**src/tcc_defines.svh**
```systemverilog
// Constants of the sixteen-bit timer clock core: widths, reset values and cycle counts.
// How it works
// RULE1: The count is sixteen bits wide, read as a high and a low byte, and a write to either byte replaces that byte at once.
// RULE2: Nothing counts while counter_run is clear, and with it set the count runs freely unless gate_enable asks for the gate to permit each count.
// RULE3: The two-bit clock_source_select picks the low-frequency oscillator, the crystal or the external pin, the system clock, or the instruction clock.
// RULE4: The instruction clock advances the count once every four system cycles, and the system clock advances it on every cycle.
// RULE5: With the external pin selected and counting on, each rising edge of ext_clock_in is a count.
// RULE6: An external source must show a falling edge before its first counted rising edge after reset, a counter write, or any time spent disabled.
// RULE7: The prescaler divides the chosen clock by 1, 2, 4 or 8 according to prescale_select.
// RULE8: The prescale counter is hidden from software and is cleared by every write to either counter byte.
// RULE9: Setting crystal_osc_enable starts the crystal driver, which keeps running while the processor sleeps.
// RULE10: With sync_disable set the external clock skips the synchronizer, and with it clear the clock is synchronized first.
// RULE11: In asynchronous mode with an external source the count keeps running in sleep and an overflow raises a wake request.
// RULE12: Changing the synchronization mode may lose one count or add one count.
// RULE13: Software waits for the crystal to settle, for instance by presetting the count to FC00h and waiting 1024 counts for the overflow flag.
// RULE14: Software that wants full resolution on the system clock gates the count with an asynchronous event on the gate pin.
// RULE15: A roll from FFFFh to 0000h sets overflow_flag, which software clears.
// RULE16: In asynchronous mode a read of either byte while counting still returns a whole, valid value.
// RULE17: In synchronous mode the external edge passes a multi-stage synchronizer on the system clock and gives a one-cycle count enable.
`ifndef TCC_DEFINES_SVH
`define TCC_DEFINES_SVH

// ============================================================
// Widths and reset values
`define TCC_COUNT_WIDTH      16
`define TCC_BYTE_WIDTH       8
`define TCC_COUNT_RESET      16'h0000
`define TCC_COUNT_ALL_ONES   16'hFFFF
`define TCC_PRESCALE_WIDTH   3

// ============================================================
// Timing
`define TCC_CLOCK_PERIOD_NS  5
`define TCC_SYSTEM_PER_INSTR 4
`define TCC_PHASE_WIDTH      2
`define TCC_PHASE_LAST       2'h3

`endif

```
**src/tcc_pkg.sv**
```systemverilog
// Types shared by the sixteen-bit timer clock core.
package tcc_pkg;

  // ============================================================
  // Clock source selection codes
  typedef enum logic [1:0] {
    tcc_src_instruction = 2'h0,
    tcc_src_system      = 2'h1,
    tcc_src_external    = 2'h2,
    tcc_src_low_freq    = 2'h3
  } tcc_source_t;

  // ============================================================
  // Prescale ratio codes
  typedef enum logic [1:0] {
    tcc_div_1 = 2'h0,
    tcc_div_2 = 2'h1,
    tcc_div_4 = 2'h2,
    tcc_div_8 = 2'h3
  } tcc_prescale_t;

endpackage : tcc_pkg

```
**src/tcc_tick_if.sv**
```systemverilog
// Interface carrying source ticks into the prescaler and its divided ticks back.
`timescale 1ns/10ps
`default_nettype none
interface tcc_tick_if;
  import tcc_pkg::*;
  logic          tick;
  logic          clear;
  tcc_prescale_t ratio;
  logic          divided;

  modport core (output tick, output clear, output ratio, input divided);
  modport scaler (input tick, input clear, input ratio, output divided);
endinterface : tcc_tick_if
`default_nettype wire

```
**src/tcc_edge_detect.sv**
```systemverilog
// Edge detector with a selectable two-stage synchronizer in front.
`timescale 1ns/10ps
`default_nettype none
module tcc_edge_detect
  import tcc_pkg::*;
(
  // Clock and reset
  input  wire logic clock,
  input  wire logic rst_b,
  // Source level and mode
  input  wire logic level,
  input  wire logic bypass,
  // Edge pulses
  output logic      rise,
  output logic      fall
);
  logic sync1;
  logic sync2;
  logic chosen;
  logic prev;

  // ============================================================
  // Synchronizer
  always_ff @(posedge clock or negedge rst_b) begin
    if (!rst_b) begin
      sync1 <= 1'b0;
      sync2 <= 1'b0;
    end else begin
      sync1 <= level;
      sync2 <= sync1;
    end
  end

  // Switching the bypass changes the history depth, so one edge may be missed or repeated.
  assign chosen = bypass ? level : sync2; // see RULE10 see RULE12

  // ============================================================
  // Edge history
  always_ff @(posedge clock or negedge rst_b) begin
    if (!rst_b) begin
      prev <= 1'b0;
    end else begin
      prev <= chosen;
    end
  end

  assign rise = chosen & ~prev; // see RULE17
  assign fall = ~chosen & prev;
endmodule : tcc_edge_detect
`default_nettype wire

```
**src/tcc_prescaler.sv**
```systemverilog
// Hidden divide-by-1/2/4/8 prescaler on the source ticks.
`timescale 1ns/10ps
`default_nettype none
`include "tcc_defines.svh"
module tcc_prescaler
  import tcc_pkg::*;
(
  // Clock and reset
  input  wire logic clock,
  input  wire logic rst_b,
  // Tick path
  tcc_tick_if.scaler ticks
);
  logic [`TCC_PRESCALE_WIDTH-1:0] count;
  logic [`TCC_PRESCALE_WIDTH-1:0] last;

  always_comb begin
    unique case (ticks.ratio)
      tcc_div_1: last = 3'h0;
      tcc_div_2: last = 3'h1;
      tcc_div_4: last = 3'h3;
      tcc_div_8: last = 3'h7;
    endcase
  end

  // ============================================================
  // Divider count
  always_ff @(posedge clock or negedge rst_b) begin
    if (!rst_b) begin
      count <= 3'h0;
    end else if (ticks.clear) begin
      count <= 3'h0; // see RULE8
    end else if (ticks.tick) begin
      count <= (count >= last) ? 3'h0 : count + 3'h1; // see RULE7
    end
  end

  assign ticks.divided = ticks.tick & (count >= last); // see RULE7
endmodule : tcc_prescaler
`default_nettype wire

```
**src/tcc_core.sv**
```systemverilog
// Sixteen-bit timer clock core: source selection, prescaling and the count itself.
`timescale 1ns/10ps
`default_nettype none
`include "tcc_defines.svh"
module tcc_core
  import tcc_pkg::*;
(
  // Clock and reset
  input  wire logic        clock,
  input  wire logic        rst_b,
  // Control bits
  input  wire logic        counter_run,
  input  wire logic        gate_enable,
  input  wire logic        gate_permit,
  input  wire logic [1:0]  clock_source_select,
  input  wire logic        crystal_osc_enable,
  input  wire logic [1:0]  prescale_select,
  input  wire logic        sync_disable,
  input  wire logic        sleep_mode,
  // Counter byte writes
  input  wire logic        write_high,
  input  wire logic        write_low,
  input  wire logic [7:0]  write_data,
  // Overflow flag clear
  input  wire logic        overflow_clear,
  // Clock pins and oscillators
  input  wire logic        ext_clock_in,
  input  wire logic        low_freq_internal_osc,
  input  wire logic        crystal_in_pin,
  output logic             crystal_out_pin,
  output logic             crystal_out_oe,
  // Count and status
  output logic [7:0]       count_high_byte,
  output logic [7:0]       count_low_byte,
  output logic             overflow_flag,
  output logic             overflow_pulse,
  output logic             wake_request
);
  tcc_tick_if ticks ();

  tcc_source_t                     source;
  logic [`TCC_PHASE_WIDTH-1:0]     phase;
  logic                            instr_tick;
  logic                            ext_level;
  logic                            is_external;
  logic                            ext_rise;
  logic                            ext_fall;
  logic                            lf_rise;
  logic                            armed;
  logic                            enabled;
  logic                            allowed;
  logic                            source_tick;
  logic                            any_write;
  logic [`TCC_COUNT_WIDTH-1:0]     count;
  logic [`TCC_COUNT_WIDTH-1:0]     next_count;
  logic                            step;
  logic                            roll;

  assign source    = tcc_source_t'(clock_source_select);
  assign any_write = write_high | write_low;

  // ============================================================
  // Instruction clock phase
  always_ff @(posedge clock or negedge rst_b) begin
    if (!rst_b) begin
      phase <= 2'h0;
    end else begin
      phase <= phase + 2'h1;
    end
  end

  assign instr_tick = (phase == `TCC_PHASE_LAST); // see RULE4

  // ============================================================
  // Crystal driver
  // The inverting driver is held on in sleep, so a crystal source survives a sleep period.
  assign crystal_out_oe  = crystal_osc_enable; // see RULE9
  assign crystal_out_pin = crystal_osc_enable & ~crystal_in_pin; // see RULE9

  // ============================================================
  // External source and edges
  assign ext_level   = crystal_osc_enable ? crystal_in_pin : ext_clock_in; // see RULE3
  assign is_external = (source == tcc_src_external);

  tcc_edge_detect u_ext_edge (
    .clock  (clock),
    .rst_b  (rst_b),
    .level  (ext_level),
    .bypass (sync_disable),
    .rise   (ext_rise),
    .fall   (ext_fall)
  );

  tcc_edge_detect u_lf_edge (
    .clock  (clock),
    .rst_b  (rst_b),
    .level  (low_freq_internal_osc),
    .bypass (1'b0),
    .rise   (lf_rise),
    .fall   ()
  );

  // ============================================================
  // Count enable
  assign enabled = counter_run & (~gate_enable | gate_permit); // see RULE2
  // Only an asynchronous external count may advance while the processor sleeps.
  assign allowed = enabled & (~sleep_mode | (sync_disable & is_external)); // see RULE11

  // A falling edge must be seen before the first rising edge is counted.
  always_ff @(posedge clock or negedge rst_b) begin
    if (!rst_b) begin
      armed <= 1'b0;
    end else if (any_write || !counter_run) begin
      armed <= 1'b0; // see RULE6
    end else if (ext_fall) begin
      armed <= 1'b1; // see RULE6
    end
  end

  always_comb begin
    unique case (source)
      tcc_src_instruction: source_tick = instr_tick; // see RULE4
      tcc_src_system:      source_tick = 1'b1; // see RULE4
      tcc_src_external:    source_tick = ext_rise & armed; // see RULE5 see RULE6
      tcc_src_low_freq:    source_tick = lf_rise; // see RULE3
    endcase
  end

  // ============================================================
  // Prescaler
  assign ticks.tick  = source_tick & allowed;
  assign ticks.clear = any_write; // see RULE8
  assign ticks.ratio = tcc_prescale_t'(prescale_select);

  tcc_prescaler u_prescaler (
    .clock (clock),
    .rst_b (rst_b),
    .ticks (ticks.scaler)
  );

  // ============================================================
  // Counter
  assign step = ticks.divided;
  assign roll = step & (count == `TCC_COUNT_ALL_ONES) & ~any_write;

  always_comb begin
    next_count = count;
    if (step) begin
      next_count = count + 16'h0001;
    end
    // A write takes the byte it names and lets the other byte keep its running value.
    if (write_high) begin
      next_count[15:8] = write_data; // see RULE1
    end
    if (write_low) begin
      next_count[7:0] = write_data; // see RULE1
    end
  end

  always_ff @(posedge clock or negedge rst_b) begin
    if (!rst_b) begin
      count <= `TCC_COUNT_RESET;
    end else begin
      count <= next_count; // see RULE1
    end
  end

  // Both bytes come from the one register, so a read never sees a half-carried value.
  assign count_high_byte = count[15:8]; // see RULE16
  assign count_low_byte  = count[7:0]; // see RULE16

  // ============================================================
  // Overflow flag, set wins over clear
  always_ff @(posedge clock or negedge rst_b) begin
    if (!rst_b) begin
      overflow_flag <= 1'b0;
    end else if (roll) begin
      overflow_flag <= 1'b1; // see RULE15
    end else if (overflow_clear) begin
      overflow_flag <= 1'b0;
    end
  end

  always_ff @(posedge clock or negedge rst_b) begin
    if (!rst_b) begin
      overflow_pulse <= 1'b0;
      wake_request   <= 1'b0;
    end else begin
      overflow_pulse <= roll; // see RULE15
      wake_request   <= roll & sleep_mode; // see RULE11
    end
  end

endmodule : tcc_core
`default_nettype wire

```
**config.mk**
```make
export PLATFORM = sky130hd
export DESIGN_NAME = tcc_core
export DESIGN_NICKNAME = d
export VERILOG_FILES = /design/src/tcc_pkg.sv /design/src/tcc_tick_if.sv /design/src/tcc_edge_detect.sv /design/src/tcc_prescaler.sv /design/src/tcc_core.sv
export VERILOG_INCLUDE_DIRS = /design/src
export SDC_FILE = /design/constraint.sdc
export NUM_CORES = 1
export LEC_CHECK = 0
export BUFFER_PORTS_ARGS = -buffer_cell sky130_fd_sc_hd__buf_2
export CORE_UTILIZATION = 40
export DETAILED_ROUTE_END_ITERATION = 6
export PLACE_DENSITY = 0.66
export RECOVER_POWER = 100
export SLEW_MARGIN = 20
export SYNTH_ARGS = -nofsm -noshare
export SYNTH_HDL_FRONTEND = slang
export SYNTH_SLANG_ARGS = --single-unit
```
**constraint.sdc**
```tcl
create_clock -name clock -period 1.83 [get_ports clock]
set_input_delay 0 -clock clock [delete_from_list [all_inputs] [get_ports clock]]
set_output_delay 0 -clock clock [all_outputs]
set_load 0.005 [all_outputs]
```
After elaboration in Yosys (flattened, before gate mapping). Cells that the tools add are included.

Flip-flop bits (word level): 31. Bits in latches: 0. Memory bits (writable): 0. Bits in read-only memories: 0. Input port bits: 26. Output and inout bits: 21. Logic and storage cells: 72. Memories: 0.

Add/subtract/negate cells: 3. $mul: 0. Div/mod/pow operators: 0. Order comparisons: 1. Eq/ne operators: 8. Shift operators: 0. Mux-type cells: 14. Bitwise operators: 23. Reduce and logical (&&, ||, !) cells: 9.

Operators by type and width (count): $add A16 B1 Y16 const B (1); $eq A16 B16 Y1 const B (1); $mux W16 (1); $mux W8 (2); $and A1 B1 Y1 (13); $pmux W3 S4 (1); $eq A2 B2 Y1 const B (5); $reduce_bool A2 Y1 (5); $mux W3 (3); $not A1 Y1 (7); $mux W1 (6); $eq A2 B1 Y1 const B (2); $logic_not A2 Y1 (2); $pmux W1 S4 (1); $add A3 B1 Y3 const B (1); $ge A3 B3 Y1 (1); $or A1 B1 Y1 (3); $add A2 B1 Y2 const B (1); $logic_not A1 Y1 (1); $logic_or A1 B1 Y1 (1).

Logic depth before layout (Yosys ltp).
Word-level depth: 10. Gate-level depth with buffers: 8. Depth with buffers taken out: 7.

By module. From an unflattened synthesis, not the netlist that was laid out.

Cells, all modules: 173. Area total of the unflattened synthesis: 1669.1 um2.

Modules (own cells, without submodules): tcc_core (instances 1, cells an instance 132, area an instance 1212.4 um2, sequential area each 550.5 um2); tcc_prescaler (instances 1, cells an instance 27, area an instance 259.0 um2, sequential area each 75.1 um2); tcc_edge_detect (instances 2, cells an instance 7, area an instance 98.8 um2, sequential area each 75.1 um2).

Least setup slack after synthesis. OpenSTA, ideal clock, no wires.

Kind: reg2reg. Start point: register u_prescaler.count[0]. End point: register count[5]. Setup time: 82 ps. Arrival time: 1929 ps. Required time: 1748 ps. Slack: -181 ps. Cell stages (with the launch flop): 9. Buffers on the path: 1. Period minus slack after synthesis: 2011 ps. Cell sequence: dfrtp_1 -> inv_1 -> ha_1 -> nor2b_1 -> o21ai_0 -> o211ai_1 -> clkbuf_1 -> or3_1 -> a31oi_1.

Cells in the longest elaborated chain, start to end: 3.

Ends and longest elaborated chain: from (decl) (RTL line tcc_prescaler.sv:14) `` logic [`TCC_PRESCALE_WIDTH-1:0] count; ``; from (signal assigned) (RTL line tcc_prescaler.sv:34) `count <= (count >= last) ? 3'h0 : count + 3'h1;`; $ge A3 B3 Y1 (RTL line tcc_prescaler.sv:38) `assign ticks.divided = ticks.tick & (count >= last);`; $and A1 B1 Y1 (RTL line tcc_prescaler.sv:38); $reduce_bool A2 Y1 (no source line); to (signal assigned) (RTL line tcc_core.sv:162) `` count <= `TCC_COUNT_RESET; ``; to (signal assigned) (RTL line tcc_core.sv:164) `count <= next_count;`; to (decl) (RTL line tcc_core.sv:54) `` logic [`TCC_COUNT_WIDTH-1:0] count; ``.

No other way between the ends. A chain may end at the register's enable or synchronous reset.

Worst setup path after layout.
Start point: register u_ext_edge.prev. End point: register count[15].

Cells in the longest elaborated chain, start to end: 7.

Ends and longest elaborated chain: from (decl) (RTL line tcc_edge_detect.sv:20) `logic prev;`; from (signal assigned) (RTL line tcc_edge_detect.sv:43) `prev <= chosen;`; $not A1 Y1 (RTL line tcc_edge_detect.sv:47) `assign rise = chosen & ~prev;`; $and A1 B1 Y1 (RTL line tcc_edge_detect.sv:47); $and A1 B1 Y1 (RTL line tcc_core.sv:124) `tcc_src_external: source_tick = ext_rise & armed;`; $pmux W1 S4 (RTL line tcc_core.sv:121) `unique case (source)`; $and A1 B1 Y1 (RTL line tcc_core.sv:131) `assign ticks.tick = source_tick & allowed;`; $and A1 B1 Y1 (RTL line tcc_prescaler.sv:38); $reduce_bool A2 Y1 (no source line).

No other way between the ends.

==> qor.txt <==
Leftover overflow at the end of global routing: 0
Max cap viols: 0
Worst Hold Class: input pin to register
Antenna Nets Post-Route: 0
Status: complete, but fails checks
Total number of vias: 1700
Worst EP arrival: 2170 ps
Row Count: 23
Pre-Repair DR Iteration Count: 4
M3 GR Usage: 0.0490
Placed cell area: 2170 sq um
Final Setup Violations: 9
Cell leakage power: 0.00113 uW
Failing checks: setup timing
Core ar.: 4060 sq um
CP Capture Type: register
Hold Path Sink: count[3]
NumNets Final: 302
Critical path depth in cells: 5
Internal power: 1310 uW
Mapped Area: 1720 sq um
Switching Share: 0.258
Seq cells post-synth: 31
CTS H-tree lvls: 2
Largest buffer count on any clock path: 2
Proportion of layout cells with a drive suffix above 1: 0.303
Die Ht: 67.5 um
CP Class: register to register
TritonCTS Buffers: 5
Sequential Power Share: 0.438
Sequential area share after synthesis: 0.452
Initial antenna violation count: 0
Routed WL: 4340 um
Most frequent cells in the layout: 31 x dfrtp_1, 31 x buf_2, 23 x buf_4
GPL Wtd Cong: 0.801
RSZ-0062 raised after global routing: yes
Final Instance Count excl. Fillers: 321
Clock sink count: 31
Final design utilization: 0.618
Worst path max stage delay: 470 ps
Gate power share: 0.166
Syn nets: 214
FF-to-FF End: count[15]
Layout area overhead: 46.2%
Clock Pin Slew Worst Setup and Hold Paths: 70 ps
Hold path depth: 3
Dominant synthesized flop cell: dfrtp_1
IO Port Bufs: 46
Fin crit share: 1.06
Worst slew margin relative to its limit: 0.495
DP HPWL: 3050 um
Cells after Synth: 182
R2R depth: 5
Filler cell count: 372
Worst clock skew: 5.32 ps
Fmax: 0.515 GHz
Vias in the first global route: 1568
Final Critical Period: 1940 ps
CP Launch Type: register
Measured slew at the worst slew-check pin: 758 ps
Final worst setup slack: -110 ps
Clock Power Share: 0.395
Die area: 4550 sq um
Number of synthesized flops with an enable pin: 0
CTS tree: yes
Async SR Flop Fraction: 1.00
Initial core utilization: 0.423
Min-delay src: write_data[3]
GRT Max-Usage Layer: met2
Synth cell types: 46
Placed cells: 298
Io pins: 47
Largest delay contributor family on the critical path: compound AO/OA/AOI/OAI gates
First DRT Iteration DRCs: 85
Hold Slack: 26.7 ps
WP data required: 2060 ps
Worst path slowest cell: a2111o_1
Clock root cell: clkbuf_8
Post-synth top area share: 0.452
Vias per std cell: 5.30
Final Cell Area: 2510 sq um
RR Startpoint: u_ext_edge.prev
Power per standard cell area: 705 nW/um^2
Gr usage total: 0.211
Max VDD drop: 0.000456 V
Ys Warns: 0
CP Cell Sequence: nand4bb_1 -> a211o_1 -> a2111o_1 -> or4_1 -> nand3_1
Clk Latency, worst-skew pair: 290 ps
Chip width: 67.5 um
Pin count of the biggest net entering global routing: 32
Routed WL per cell: 13.5 um
N_diodes: 0
First-pass GRT wire length: 7030 um
Crit path buf inv count: 0
Reg2reg setup slack: -110 ps
GR Util met1: 0.276
Max Transition Viols Final: 0
NetSw: 455 uW
Synth area leader: dfrtp_1
Post-Syn Area per Cell: 9.43 sq um
Final Hold Vio Count: 0
Top cells by area, synth: dfrtp_1 45%, ha_1 4.4%, nand2_1 3.3%, o21ai_0 3.2%, nor2b_1 2.9%
CP Max Fanout: 5
Routing usage on met2: 0.335
Residual DRC: 0
## synth_stat cells, drive strengths merged (2+ instances only)
master / count
a21oi: 5
nor4: 2
nand3: 9
a211o: 2
nor3: 2
dfrtp: 31
a22oi: 2
nand4: 4
o21a: 4
and3: 2
inv: 11
a31oi: 7
or4: 4
nor2: 13
xnor2: 3
nand2: 15
mux2i: 2
and4: 3
o31ai: 3
ha: 6
nor2b: 8
clkbuf: 4
a211oi: 2
a2111oi: 3
or3: 3
and2: 3
o21ai: 11
## what timing repair did
action,CTS,global route
hold buffers,13,0
buffers inserted,2,0
gates resized for setup,8,11
hold endpoints to repair,49,0
endpoints found under the setup margin,10,20
pin swaps,5,2
## flip-flops by register name (all words and copies together) (netlist names)
register	cells
count	16
u_ext_edge.sync2	1
u_lf_edge.sync1	1
overflow_flag	1
wake_request	1
overflow_pulse	1
u_prescaler.count	3
armed	1
u_ext_edge.prev	1
u_lf_edge.sync2	1
u_lf_edge.prev	1
phase	2
u_ext_edge.sync1	1
## kinds of logic after synthesis
kind of cell / Yosys count / share of synthesized area
flip-flops: 31 / 0.452
buffers and inverters: 16 / 0.0372
AO/OA/AOI/OAI: 49 / 0.201
adder cells (fa/ha/maj): 6 / 0.0438
AND/OR/NAND/NOR: 74 / 0.234
XOR/XNOR: 4 / 0.0204
multiplexers: 2 / 0.0117
## worst max-delay path by stage
stage,start,end,slack [ps]
after CTS,u_ext_edge.prev,count[15],-80
final,u_ext_edge.prev,count[15],-110
after global routing,u_ext_edge.prev,count[13],-190
after detailed placement,prescale_select[1],count[10],-120
after floorplan,u_prescaler.count[0],count[15],-50
after global placement,prescale_select[1],count[6],-130
## layer usage
layer  vias up  part of all wire  routed length [um]
met5         -                 0                   0
met1       811              0.48                2080
li1        852                 -                   -
met2        30              0.48                2070
met3         7             0.030                 132
met4         0             0.014                  59
## power by group through the flow
stage               combinational, uW  clock [uW]  sequential [uW]
global route                      332         744              781
global placement                  260           0              784
floorplan                         124           0              781
CTS                               294         716              773
finish                            294         698              775
detailed placement                262           0              786
## metrics by stage
step / setup TNS, ps / setup WS (ps) / total power (uW)
after global routing: -2020 / -193 / 1860
final: -435 / -110 / 1770
after floorplan: -124 / -46.5 / 905
after global placement: -358 / -134 / 1040
after detailed placement: -551 / -120 / 1050
after CTS: -322 / -79.0 / 1780
## cell type report
cell class | count | area [sq um] | share of cell area
multi-input combinational | 135 | 972 | 0.388
sequential | 31 | 776 | 0.309
timing repair buffer | 86 | 539 | 0.215
clock buffer | 6 | 82.6 | 0.0329
tap | 50 | 62.6 | 0.0249
inverter | 11 | 41.3 | 0.0165
clock inverter | 2 | 35.0 | 0.0140
## worst register-to-register path, cell delays in order, from the launching register on
cell,delay (ps)
dfrtp_1,370
nand4bb_1,180
a211o_1,350
a2111o_1,470
or4_1,420
nand3_1,80
Power figures use the tool's default switching activity.
